`config.mk`:
```
export PLATFORM = sky130hd
export DESIGN_NAME = sdc_device_flat
export DESIGN_NICKNAME = d
export VERILOG_FILES = /design/src/hw/sdc_pkg.sv /design/src/hw/sdc_if.sv /design/src/hw/sdc_decode.sv /design/src/hw/sdc_device.sv /design/src/flat_wrapper.sv
export VERILOG_INCLUDE_DIRS = /design/src /design/src/hw
export SDC_FILE = /design/constraint.sdc
export NUM_CORES = 1
export LEC_CHECK = 0
export BUFFER_PORTS_ARGS = -buffer_cell sky130_fd_sc_hd__buf_2
export CAP_MARGIN = 5
export CELL_PAD_IN_SITES_DETAIL_PLACEMENT = 1
export CELL_PAD_IN_SITES_GLOBAL_PLACEMENT = 1
export CORE_MARGIN = 4
export CORE_UTILIZATION = 45
export CTS_BUF_LIST = sky130_fd_sc_hd__clkbuf_8
export CTS_CLUSTER_DIAMETER = 80
export DETAILED_ROUTE_END_ITERATION = 10
export HOLD_SLACK_MARGIN = 0.15
export PLACE_DENSITY_LB_ADDON = 0.1
export SLEW_MARGIN = 20
export SYNTH_ARGS = -nofsm -noshare
export SYNTH_HDL_FRONTEND = slang
export SYNTH_SLANG_ARGS = --single-unit
```
`constraint.sdc`:
```
create_clock -name sys_clk -period 4.4 [get_ports sys_clk]
set_clock_uncertainty 0.05 [all_clocks]
set_input_delay 0.22 -clock sys_clk [delete_from_list [all_inputs] [get_ports sys_clk]]
set_output_delay 0.22 -clock sys_clk [all_outputs]
set_load 0.005 [all_outputs]
```
`src/hw/sdc_cfg.svh`:
```
/*
 Constants for the SDRAM command/clock-enable state logic: mode-register
 field codes, timing figures and cycle counts at a 50 MHz sys_clk.
 Assumes it is included by bare name from the device and controller modules.
*/
`ifndef SDC_CFG_SVH
`define SDC_CFG_SVH
`define SDC_CLK_MHZ 50
`define SDC_ROW_CLOSE_NS 20
`define SDC_ROW_CYCLE_NS 70
`define SDC_DATA_AUTOCLOSE_NS 40
`define SDC_MODE_LOAD_CYC 2
`define SDC_BURST_FULL_PAGE 3'h7
`define SDC_BL_LSB 0
`define SDC_BL_MSB 2
`define SDC_BURST_BEATS 4'h4
// least times round up to whole cycles
`define SDC_NS2CYC(ns) (((ns) * `SDC_CLK_MHZ + 999) / 1000)
`endif

```
`src/hw/sdc_pkg.sv`:
```
/*
 Shared types: command codes used by both ends, and the device states.
 Assumes sdc_cfg.svh supplies the numeric constants.
*/
package sdc_pkg;
   typedef enum logic [3:0] {
      SDC_CMD_DESELECT = 4'h0,
      SDC_CMD_NOP = 4'h1,
      SDC_CMD_HALT = 4'h2,
      SDC_CMD_READ = 4'h3,
      SDC_CMD_WRITE = 4'h4,
      SDC_CMD_OPEN = 4'h5,
      SDC_CMD_CLOSE = 4'h6,
      SDC_CMD_REFRESH = 4'h7,
      SDC_CMD_MODE = 4'h8
   } sdc_cmd_t;
   typedef enum logic [3:0] {
      SDC_ST_IDLE = 4'h0,
      SDC_ST_ACTIVE = 4'h1,
      SDC_ST_WRITE_AC = 4'h2,
      SDC_ST_WREC_AC = 4'h3,
      SDC_ST_REFRESH = 4'h4,
      SDC_ST_MODE_WAIT = 4'h5,
      SDC_ST_SELF = 4'h6,
      SDC_ST_SELF_REC = 4'h7,
      SDC_ST_PDOWN = 4'h8
   } sdc_state_t;
endpackage

```
`src/hw/sdc_if.sv`:
```
/*
 SDRAM command pins between controller and device.
 Assumes one shared sys_clk; all pins are sampled on its rising edge.
*/
`timescale 1ns/1ps
interface sdc_if (
   input wire logic sys_clk
);
   logic clk_en;
   logic chip_sel_n;
   logic row_strobe_n;
   logic col_strobe_n;
   logic write_en_n;
   logic [11:0] addr;
   modport ctrl (
      output clk_en,
      output chip_sel_n,
      output row_strobe_n,
      output col_strobe_n,
      output write_en_n,
      output addr
   );
   modport dev (
      input clk_en,
      input chip_sel_n,
      input row_strobe_n,
      input col_strobe_n,
      input write_en_n,
      input addr
   );
endinterface

```
`src/hw/sdc_decode.sv`:
```
/*
 Pin-level command decoder for the device end.
 Assumes pins are already registered values sampled on sys_clk.
*/
`timescale 1ns/1ps
module sdc_decode (
   input wire logic chip_sel_n,
   input wire logic row_strobe_n,
   input wire logic col_strobe_n,
   input wire logic write_en_n,
   output sdc_pkg::sdc_cmd_t cmd
);
   always_comb begin
      if (chip_sel_n) begin
         cmd = sdc_pkg::SDC_CMD_DESELECT;
      end else begin
         case ({row_strobe_n, col_strobe_n, write_en_n})
            3'h7: cmd = sdc_pkg::SDC_CMD_NOP;
            3'h6: cmd = sdc_pkg::SDC_CMD_HALT;
            3'h5: cmd = sdc_pkg::SDC_CMD_READ;
            3'h4: cmd = sdc_pkg::SDC_CMD_WRITE;
            3'h3: cmd = sdc_pkg::SDC_CMD_OPEN;
            3'h2: cmd = sdc_pkg::SDC_CMD_CLOSE;
            3'h1: cmd = sdc_pkg::SDC_CMD_REFRESH;
            default: cmd = sdc_pkg::SDC_CMD_MODE;
         endcase
      end
   end
endmodule // sdc_decode

```
`src/hw/sdc_device.sv`:
```
/*
 Device end: command acceptance and clock-enable state machine of a
 two-bank SDRAM, reduced to the states this logic owns. Bank 0 and
 bank 1 are tracked only as idle/open flags.
 Assumes the controller keeps its side of the protocol; illegal
 commands are flagged, never acted on.
*/
`timescale 1ns/1ps
`include "sdc_cfg.svh"
module sdc_device #(
   parameter int ROW_CLOSE_CYC = `SDC_NS2CYC(`SDC_ROW_CLOSE_NS),
   parameter int ROW_CYCLE_CYC = `SDC_NS2CYC(`SDC_ROW_CYCLE_NS),
   parameter int AUTOCLOSE_CYC = `SDC_NS2CYC(`SDC_DATA_AUTOCLOSE_NS),
   parameter int MODE_LOAD_CYC = `SDC_MODE_LOAD_CYC
) (
   input wire logic sys_clk,
   input wire logic rst,
   sdc_if.dev pins,
   output logic [1:0] bank_open,
   output sdc_pkg::sdc_state_t state,
   output logic [11:0] mode_code,
   output logic clk_suspended,
   output logic illegal_cmd,
   output logic refresh_pulse
);
   typedef struct packed {
      sdc_pkg::sdc_state_t st;
      logic cke_prev;
      logic [11:0] mode;
      logic [1:0] open;
      logic [7:0] cnt;
      logic [3:0] beats;
      logic wbank;
      logic susp;
      logic illegal;
      logic refr;
   } sdc_dev_t;
   sdc_dev_t q, d;
   sdc_pkg::sdc_cmd_t cmd;
   logic nop_like;
   logic cke_now;

   sdc_decode u_dec (
      .chip_sel_n(pins.chip_sel_n),
      .row_strobe_n(pins.row_strobe_n),
      .col_strobe_n(pins.col_strobe_n),
      .write_en_n(pins.write_en_n),
      .cmd(cmd)
   );

   function automatic logic [7:0] cyc8(input int n);
      cyc8 = (n < 1) ? 8'h01 : 8'(n);
   endfunction

   assign cke_now = pins.clk_en;
   assign nop_like = (cmd == sdc_pkg::SDC_CMD_DESELECT) ||
                     (cmd == sdc_pkg::SDC_CMD_NOP) ||
                     (cmd == sdc_pkg::SDC_CMD_HALT);

   always_comb begin
      d = q;
      d.cke_prev = cke_now;
      d.illegal = 1'b0;
      d.refr = 1'b0;
      if (q.cnt != 8'h00) begin
         d.cnt = q.cnt - 8'h01;
      end
      case (q.st)
         sdc_pkg::SDC_ST_IDLE, sdc_pkg::SDC_ST_ACTIVE: begin
            if (q.cke_prev && !cke_now && q.open == 2'h0) begin
               if (cmd == sdc_pkg::SDC_CMD_REFRESH) begin
                  d.st = sdc_pkg::SDC_ST_SELF;
               end else begin
                  d.st = sdc_pkg::SDC_ST_PDOWN;
               end
            end else if (!q.cke_prev && q.open == 2'h0) begin
               d.st = sdc_pkg::SDC_ST_PDOWN;
            end else if (q.cke_prev && !cke_now) begin
               d.susp = 1'b1;
            end else if (!q.cke_prev && cke_now) begin
               d.susp = 1'b0;
            end else if (q.cke_prev && cke_now && !q.susp) begin
               case (cmd)
                  sdc_pkg::SDC_CMD_OPEN: begin
                     d.open[pins.addr[11]] = 1'b1;
                     d.st = sdc_pkg::SDC_ST_ACTIVE;
                  end
                  sdc_pkg::SDC_CMD_CLOSE: begin
                     if (pins.addr[10]) begin
                        d.open = 2'h0;
                     end else begin
                        d.open[pins.addr[11]] = 1'b0;
                     end
                  end
                  sdc_pkg::SDC_CMD_WRITE: begin
                     if (pins.addr[10]) begin
                        d.wbank = pins.addr[11];
                        d.beats = `SDC_BURST_BEATS;
                        d.st = sdc_pkg::SDC_ST_WRITE_AC;
                     end
                  end
                  sdc_pkg::SDC_CMD_REFRESH: begin
                     // flagged with a bank open, never acted on
                     if (q.open != 2'h0) begin
                        d.illegal = 1'b1;
                     end else begin
                        // row address is internal; pins unused
                        d.refr = 1'b1;
                        d.cnt = cyc8(ROW_CLOSE_CYC);
                        d.st = sdc_pkg::SDC_ST_REFRESH;
                     end
                  end
                  sdc_pkg::SDC_CMD_MODE: begin
                     if (q.open != 2'h0) begin
                        d.illegal = 1'b1;
                     end else begin
                        d.mode = pins.addr;
                        d.cnt = cyc8(MODE_LOAD_CYC);
                        d.st = sdc_pkg::SDC_ST_MODE_WAIT;
                     end
                  end
                  sdc_pkg::SDC_CMD_HALT: begin
                     // only meaningful for full-page bursts
                     d.illegal = q.mode[`SDC_BL_MSB:`SDC_BL_LSB] !=
                                 `SDC_BURST_FULL_PAGE;
                  end
                  default: begin
                  end
               endcase
               if (d.open == 2'h0 && d.st == sdc_pkg::SDC_ST_ACTIVE) begin
                  d.st = sdc_pkg::SDC_ST_IDLE;
               end
            end
         end
         sdc_pkg::SDC_ST_WRITE_AC: begin
            if (cmd == sdc_pkg::SDC_CMD_HALT && q.mode[`SDC_BL_MSB:
                `SDC_BL_LSB] == `SDC_BURST_FULL_PAGE) begin
               d.beats = 4'h0;
            end else if (q.beats != 4'h0) begin
               d.beats = q.beats - 4'h1;
            end
            if (d.beats == 4'h0) begin
               d.cnt = cyc8(AUTOCLOSE_CYC);
               d.st = sdc_pkg::SDC_ST_WREC_AC;
            end
         end
         sdc_pkg::SDC_ST_WREC_AC: begin
            d.illegal = !nop_like;
            if (q.cnt <= 8'h01) begin
               d.open[q.wbank] = 1'b0;
               d.st = (d.open == 2'h0) ? sdc_pkg::SDC_ST_IDLE :
                      sdc_pkg::SDC_ST_ACTIVE;
            end
         end
         sdc_pkg::SDC_ST_REFRESH: begin
            d.illegal = !nop_like;
            if (q.cnt <= 8'h01) begin
               d.st = sdc_pkg::SDC_ST_IDLE;
            end
         end
         sdc_pkg::SDC_ST_MODE_WAIT: begin
            d.illegal = !nop_like;
            if (q.cnt <= 8'h01) begin
               d.st = sdc_pkg::SDC_ST_IDLE;
            end
         end
         sdc_pkg::SDC_ST_SELF: begin
            // only clock enable is watched here, plus the command on its rising edge
            if (!q.cke_prev && cke_now) begin
               d.illegal = !(cmd == sdc_pkg::SDC_CMD_DESELECT ||
                             cmd == sdc_pkg::SDC_CMD_NOP);
               d.cnt = cyc8(ROW_CYCLE_CYC);
               d.st = sdc_pkg::SDC_ST_SELF_REC;
            end
         end
         sdc_pkg::SDC_ST_SELF_REC: begin
            if (q.cke_prev) begin
               d.illegal = !(cmd == sdc_pkg::SDC_CMD_DESELECT ||
                             cmd == sdc_pkg::SDC_CMD_NOP);
               if (!cke_now) begin
                  d.st = sdc_pkg::SDC_ST_PDOWN;
               end else if (q.cnt <= 8'h01) begin
                  d.st = sdc_pkg::SDC_ST_IDLE;
               end
            end
         end
         sdc_pkg::SDC_ST_PDOWN: begin
            if (!q.cke_prev && cke_now) begin
               d.st = sdc_pkg::SDC_ST_IDLE;
            end
         end
         default: begin
            d.st = sdc_pkg::SDC_ST_IDLE;
         end
      endcase
      if (d.st == sdc_pkg::SDC_ST_IDLE) begin
         d.susp = 1'b0;
      end
   end

   always_ff @(posedge sys_clk) begin
      if (rst) begin
         // enable idles high: a low reset value fakes a rising edge
         q <= '{st: sdc_pkg::SDC_ST_IDLE, cke_prev: 1'b1, mode: 12'h000,
                open: 2'h0, cnt: 8'h00, beats: 4'h0, wbank: 1'b0,
                susp: 1'b0, illegal: 1'b0, refr: 1'b0};
      end else begin
         q <= d;
      end
   end

   assign bank_open = q.open;
   assign state = q.st;
   assign mode_code = q.mode;
   assign clk_suspended = q.susp;
   assign illegal_cmd = q.illegal;
   assign refresh_pulse = q.refr;
endmodule // sdc_device

```
`src/flat_wrapper.sv`:
```
// flat-port wrapper written by rule: the top's interface ports become plain ports
module sdc_device_flat 
#(
   parameter int ROW_CLOSE_CYC = `SDC_NS2CYC(`SDC_ROW_CLOSE_NS),
   parameter int ROW_CYCLE_CYC = `SDC_NS2CYC(`SDC_ROW_CYCLE_NS),
   parameter int AUTOCLOSE_CYC = `SDC_NS2CYC(`SDC_DATA_AUTOCLOSE_NS),
   parameter int MODE_LOAD_CYC = `SDC_MODE_LOAD_CYC
)
  (sys_clk, rst, bank_open, state, mode_code, clk_suspended, illegal_cmd, refresh_pulse, pins_clk_en, pins_chip_sel_n, pins_row_strobe_n, pins_col_strobe_n, pins_write_en_n, pins_addr);
  sdc_if pins_i (.sys_clk(sys_clk));
  input wire logic sys_clk;
  input wire logic rst;
  output logic [1:0] bank_open;
  output sdc_pkg::sdc_state_t state;
  output logic [11:0] mode_code;
  output logic clk_suspended;
  output logic illegal_cmd;
  output logic refresh_pulse;
  input wire logic [$bits(pins_i.clk_en)-1:0] pins_clk_en;
  input wire logic [$bits(pins_i.chip_sel_n)-1:0] pins_chip_sel_n;
  input wire logic [$bits(pins_i.row_strobe_n)-1:0] pins_row_strobe_n;
  input wire logic [$bits(pins_i.col_strobe_n)-1:0] pins_col_strobe_n;
  input wire logic [$bits(pins_i.write_en_n)-1:0] pins_write_en_n;
  input wire logic [$bits(pins_i.addr)-1:0] pins_addr;
  assign pins_i.clk_en = pins_clk_en;
  assign pins_i.chip_sel_n = pins_chip_sel_n;
  assign pins_i.row_strobe_n = pins_row_strobe_n;
  assign pins_i.col_strobe_n = pins_col_strobe_n;
  assign pins_i.write_en_n = pins_write_en_n;
  assign pins_i.addr = pins_addr;
  sdc_device #(.ROW_CLOSE_CYC(ROW_CLOSE_CYC), .ROW_CYCLE_CYC(ROW_CYCLE_CYC), .AUTOCLOSE_CYC(AUTOCLOSE_CYC), .MODE_LOAD_CYC(MODE_LOAD_CYC)) u_core (.sys_clk(sys_clk), .rst(rst), .pins(pins_i), .bank_open(bank_open), .state(state), .mode_code(mode_code), .clk_suspended(clk_suspended), .illegal_cmd(illegal_cmd), .refresh_pulse(refresh_pulse));
endmodule
```
==> impl_metrics.csv, run 1 <==
group,metric,value,unit
status,outcome,"completed",
worst_setup_path,required,4.57,ns
synthesis,synth_cells,310,
sta,max_freq,386.4,MHz
grt,grt_util_met2,39.56,%
worst_hold_path,min_path_type,"in2reg",
sta,hold_viol_final,0,
worst_setup_path,critical_path.startpoint_type,"flip-flop",
synthesis,synth-seq-area-share,31.22,%
power,vdd_ir_drop_max,0.1582,mV
die,floorplan.die.height,78.63,um
grt,grt_util_met3,4.702,%
finish,layout.core_utilization,52.86,%
worst_setup_path,maximum_fanout_encountered_on_the_critical_timing_path,12,
sta,maxSlewViolCount,0,
finish,mostFrequentLayoutCell,"nand2_1",
drt,post-route-drc-count,0,
drt,detailroute.via_count,2267,
synthesis,proportion_of_register_bits_with_asynchronous_set_or_reset_after_synthesis,0,%
clock_tree,tritoncts,"built",
die,core-area,0.004786,sq mm
synthesis,ys_ff_latch,35,
sta,relSlewSlack,44.38,%
synthesis,synth_cell_types,50,
worst_setup_path,setup.worst_path.end_class,"flip-flop",
synthesis,synthFlopType,"dfxtp_1",
clock_tree,worst_setup_hold_path_clk_slew,0.08,ns
drt,wirelength,6756,um
clock_tree,cts_post_setup_buffers_inserted,0,
drt,detailedRoute.firstIterationViolations,132,
placed_design,io_buffer_count,39,
sta,period_needed,2.588,ns
sta,totalNegativeSetupSlack,0,ns
power,power-per-cell-area,430.0,mW/mm^2
grt,busiest_layer,"met2",
synthesis,synth_enable_flop_cells,0,
die,design.die.area,0.006182,sq mm
finish,nNetsFinal,354,
finish,antenna_cells_inserted,0,
job,max_cap_viol_count,0,
worst_setup_path,crit_arrival,2.76,ns
grt,globalRouteOverflowTotal,0,
clock_tree,numClockSinks,35,
clock_tree,clk_latency,0.30,ns
finish,final_cell_mix,"nand2_1 (47), buf_2 (39), dfxtp_1 (35)",
grt,grt_pass1_vias,2317,
worst_hold_path,min_path_cells,3,
worst_setup_path,ff2ff_path_depth,6,
synthesis,mappedNetlistNets,332,
drt,dr_vias_cell,5.668,
grt,grt_use_met1,29.63,%
drt,routed_wire_length_per_instance,16.89,um
placed_design,gpl.final_weighted_congestion,0.8353,
grt,wire_length_of_the_first_global_routing_pass,11360,um
die,placementRows,25,
drt,drt_first_pass_iters,4,
clock_tree,htree_levels,2,
power,leakage,0.001007,uW
synthesis,yosysWarningCount,0,
clock_tree,cts_inserted_buffers,5,
finish,flow.area_growth_from_synthesis,12.71,%
die,initial_core_utilization,46.90,%
drt,antenna_left,0,
finish,drive_above_1_share,17.42,%
grt,grt.total_usage,23.15,%
sta,min_period_over_period,58.81,%
sta,worstMarginPinSlew,0.8313,ns
sta,grt_setup_unrepaired,"no",
grt,antenna_found_initial,0,
placed_design,post-dp-hpwl,4754,um
die,num_io_pins,40,
clock_tree,ctsLongestPathBuffers,2,
clock_tree,postCtsResizedCells,0,
clock_tree,clock_tree.root_cell,"clkbuf_8",
die,floorplan.die.width,78.63,um
finish,nFillCells,625,
sta,report.final.setup_viol,0,
synthesis,post_synth_instance_area,0.002245,sq mm
synthesis,synth.avg_cell_area,7.241,sq um
grt,grt_start_max_net_pins,32,
worst_setup_path,critical_path_class,"reg2reg",
[Yosys cell counts (6+ instances only)]
library cell	count	area, sq um
nor3_1	6	30.03
inv_1	11	41.29
a21oi_1	31	155.2
o21ai_0	16	80.08
buf_4	18	135.1
nand2_1	47	176.4
nor2_1	34	127.6
nand3_1	7	35.03
dfxtp_1	35	700.7
nand2b_1	8	50.05
a31oi_1	8	50.05
nor4_1	6	37.54
clkbuf_1	12	45.04
[report_power, final]
part	switching (uW)	internal, uW
Combinational	223	163
Sequential	48.9	350
Clock	134	169
Total	406	682
[state kept, by name, indices dropped and copies added (netlist names)]
name and flops:
u_core.state 4, u_core.clk_suspended 1, u_core.q 14, u_core.illegal_cmd 1, u_core.mode_code 12, u_core.refresh_pulse 1, u_core.bank_open 2
[critical path, stage by stage, from the launching register on]
cell	delay, ns
dfxtp_1	0.46
or3_1	0.52
nor2_2	0.35
nand2_1	0.12
nor2_1	0.65
nand2_1	0.18
a21oi_1	0.18
[final cells by class]
type	instances	area, sq um	share of cell area, %
Clock buffer	5	68.82	2.720
Sequential cell	35	700.7	27.70
Timing Repair Buffer	49	295.3	11.67
Clock inverter	3	43.79	1.731
Multi-Input combinational cell	230	1296	51.24
Tap cell	67	83.83	3.314
Inverter	11	41.29	1.632
[timing repair]
item                                    CTS  global route
endpoints found under the setup margin    0             0
hold endpoints to repair                 10             0
hold buffers                             10             0
[kinds of logic after synthesis]
logic type               Yosys count  synth area share (%)
AO/OA/AOI/OAI                     83                 22.85
flip-flops                        35                 31.22
XOR/XNOR                           4                 1.561
AND/OR/NAND/NOR                  138                 30.77
multiplexers                       2                0.8919
adder cells (fa/ha/maj)            3                 1.672
buffers and inverters             45                 11.04
[metal layers]
layer  vias to the layer above  routed length, um
met3                        10                292
met4                         0                 86
li1                       1109                  -
met2                        51               3308
met5                         -                  0
met1                      1097               3069
[stage by stage]
| step | setup WS [ns] | cells | instance area, sq um | hold WS (ns) | total power, uW |
|---|---|---|---|---|---|
| 4_1_cts | 1.892 | 400 | 2530 | 0.1560 | 1090 |
| 3_3_place_gp | 2.063 | 382 | 2317 | 0.3926 | 765.5 |
| 3_5_place_dp | 1.945 | 382 | 2317 | 0.3949 | 775.4 |
| 2_1_floorplan | 2.564 | 310 | 2245 | 0.3060 | 689.2 |
| 5_1_grt | 1.568 | 400 | 2530 | 0.1586 | 1159 |
| 6_report | 1.812 | 400 | 2530 | 0.1571 | 1088 |
[final timing paths]
path	startpoint	end	slack, ns
worst max register to register	u_core.state[3]$_SDFF_PP0_	u_core.mode_code[2]$_SDFFE_PP0P_	1.81
worst min-delay path	pins_addr[11]	u_core.mode_code[11]$_SDFFE_PP0P_	0.16
worst min register to register	u_core.mode_code[7]$_SDFFE_PP0P_	u_core.mode_code[7]$_SDFFE_PP0P_	0.41
worst max-delay path	u_core.state[3]$_SDFF_PP0_	u_core.mode_code[2]$_SDFFE_PP0P_	1.81
No activity file was read; power rests on OpenSTA's default activity.
==> inputs of run 2 (changes only) <==
--- a/config.mk
+++ b/config.mk
@@ -11,7 +11,7 @@
 export CELL_PAD_IN_SITES_DETAIL_PLACEMENT = 1
 export CELL_PAD_IN_SITES_GLOBAL_PLACEMENT = 1
 export CORE_MARGIN = 4
-export CORE_UTILIZATION = 45
+export CORE_UTILIZATION = 37
 export CTS_BUF_LIST = sky130_fd_sc_hd__clkbuf_8
 export CTS_CLUSTER_DIAMETER = 80
 export DETAILED_ROUTE_END_ITERATION = 10
==> constraint.sdc (replaced) <==
create_clock -name sys_clk -period 2.2 [get_ports sys_clk]
set_clock_uncertainty 0.05 [all_clocks]
set_input_delay 0.11 -clock sys_clk [delete_from_list [all_inputs] [get_ports sys_clk]]
set_output_delay 0.11 -clock sys_clk [all_outputs]
set_load 0.005 [all_outputs]
==> run 2 against run 1 <==
Effect of this change: maximum frequency rose by 31%; sequential share of layout area fell by 1.4 points; register-to-register slack lost 1.6 ns; count of clock-buffer cells in the layout up 2; combinational power grew 110%; critical path depth stayed put; worst hold slack better by 0.068 ns; wire length is 0.37% higher; global-route usage fell by 3.6 points; sequential cell count did not move; largest power group is now combinational logic.
==> impl_metrics.csv, run 2 (synthesis results as in run 1) <==
group,metric,value,unit
status,outcome,"completed",
sta,min_period_over_period,89.92,%
grt,grt_start_max_net_pins,32,
clock_tree,cts_post_setup_buffers_inserted,0,
placed_design,post-dp-hpwl,4977,um
finish,nNetsFinal,369,
clock_tree,ctsLongestPathBuffers,2,
worst_setup_path,timing.critical_path.slowest_stage_cell,"nor4_1",
worst_setup_path,critical_path.startpoint_type,"flip-flop",
drt,dr_vias_cell,5.364,
die,floorplan.die.width,85.89,um
worst_setup_path,crit_path_cell_trace,"nor4_1 -> o211a_1 -> o22ai_1 -> a311oi_1 -> o2111a_2 -> a31oi_1",
placed_design,gpl.final_weighted_congestion,0.8795,
placed_design,dpl_worst_slack,0.1596,ns
sta,hold_viol_final,0,
worst_setup_path,setup.worst_path.end_class,"flip-flop",
worst_setup_path,crit_arrival,2.11,ns
clock_tree,tritoncts,"built",
power,vdd_ir_drop_max,0.3536,mV
worst_setup_path,reg2reg_slack,0.22,ns
die,core-area,0.005921,sq mm
die,design.die.area,0.007377,sq mm
finish,final_cell_mix,"nand2_1 (47), buf_2 (39), dfxtp_1 (35)",
grt,wire_length_of_the_first_global_routing_pass,11450,um
clock_tree,worst_setup_hold_path_clk_slew,0.07,ns
finish,register_area,700.7,sq um
clock_tree,htree_levels,2,
worst_setup_path,required,2.33,ns
clock_tree,clk_latency,0.29,ns
grt,antenna_found_initial,0,
grt,globalRouteOverflowTotal,0,
sta,setup_ws,0.2217,ns
sta,report.final.setup_viol,0,
clock_tree,cts_inserted_buffers,5,
finish,nFillCells,798,
grt,grt_pass1_vias,2281,
die,placementRows,28,
clock_tree,clock_tree.root_cell,"clkbuf_8",
sta,worstMarginPinSlew,0.5996,ns
grt,grt.total_usage,19.55,%
sta,totalNegativeSetupSlack,0,ns
drt,routed_wire_length_per_instance,16.03,um
drt,detailedRoute.firstIterationViolations,143,
drt,antenna_left,0,
worst_setup_path,maximum_fanout_encountered_on_the_critical_timing_path,7,
finish,area_occupied_by_multi_input_gates,0.001310,sq mm
clock_tree,numClockSinks,35,
finish,mostFrequentLayoutCell,"nand2_1",
power,power-per-cell-area,803.7,mW/mm^2
finish,flow.area_growth_from_synthesis,18.73,%
sta,grt_setup_unrepaired,"no",
finish,antenna_cells_inserted,0,
sta,period_needed,1.978,ns
drt,detailroute.via_count,2269,
drt,wirelength,6781,um
sta,max_freq,505.5,MHz
power,leakage,0.001070,uW
sta,relSlewSlack,60.03,%
drt,drt_first_pass_iters,4,
job,max_cap_viol_count,0,
worst_setup_path,critical_path_class,"reg2reg",
drt,post-route-drc-count,0,
finish,largest_register_ff_count,14,
die,num_io_pins,40,
die,initial_core_utilization,37.91,%
worst_setup_path,timing.critical_path.slowest_cell_delay,0.41,ns
die,floorplan.die.height,85.89,um
placed_design,io_buffer_count,39,
finish,regMostFlops,"u_core.q",
worst_hold_path,min_path_type,"in2reg",
sta,maxSlewViolCount,0,
finish,drive_above_1_share,20.40,%
==> run 2: cell count changes in the layout (fill, tap and decap cells not counted), sizes merged <==
cell	before	now
clkinv	2	0
clkinvlp	0	1
dlygate4sd3	10	13
buf	39	51
clkbuf	5	7
bufinv	1	0
==> run 2: critical path: cells and delay by family (launching register included) <==
family,cells,cell delay (ns)
AOI/OAI and AO/OA,5,1.06
and+or+nand+nor,1,0.41
DFF,1,0.36
==> run 2: timing repair <==
item                       CTS  global route
hold buffers                13             0
setup endpoints to repair    0             3
gates resized for setup      0             3
hold endpoints to repair    14             0
==> run 2: final timing paths <==
path                                     from                                 to  depth (start not counted)
min                           pins_chip_sel_n      u_core.illegal_cmd$_SDFF_PP0_                          4
max                   u_core.q[13]$_SDFF_PP0_  u_core.clk_suspended$_SDFFE_PP0P_                          6
max reg2reg           u_core.q[13]$_SDFF_PP0_  u_core.clk_suspended$_SDFFE_PP0P_                          6
min reg2reg  u_core.mode_code[5]$_SDFFE_PP0P_   u_core.mode_code[5]$_SDFFE_PP0P_                          2
==> run 2: stage by stage <==
stage	instances	power [uW]	util [%]	hold slack, ns	instance area [sq um]
after detailed placement	402	1595	40.83	0.3084	2417
after CTS	423	2160	44.78	0.2316	2651
after global placement	402	1592	40.83	0.3025	2417
after global routing	423	2320	45.01	0.2727	2665
after floorplan	310	1379	-	0.1960	2245
final	423	2142	45.01	0.2256	2665
==> run 2: power breakdown <==
group / leakage [uW] / switching, uW / total [uW] / internal, uW
Combinational: 0.000736 / 462 / 829 / 367
Clock: 0.0000505 / 248 / 533 / 285
Sequential: 0.000284 / 80.9 / 780 / 700
==> run 2: metal layers <==
layer / vias up / share of wire, % / global-route usage, % / wire length (um)
met5: - / 0 / 0 / 0
met4: 0 / 1.4 / 5.468 / 92
met3: 8 / 2.9 / 3.746 / 197
met2: 36 / 49 / 31.96 / 3331
met1: 1086 / 47 / 26.19 / 3159
li1: 1139 / - / - / -
==> run 2: final cells by class <==
class,instances,share of cell area [%]
inverter,11,1.549
sequential,35,26.29
clock inverter,1,0.2817
tap,75,3.521
clock buffer,7,3.615
multi-input combinational,230,49.15
timing repair buffer,64,15.59
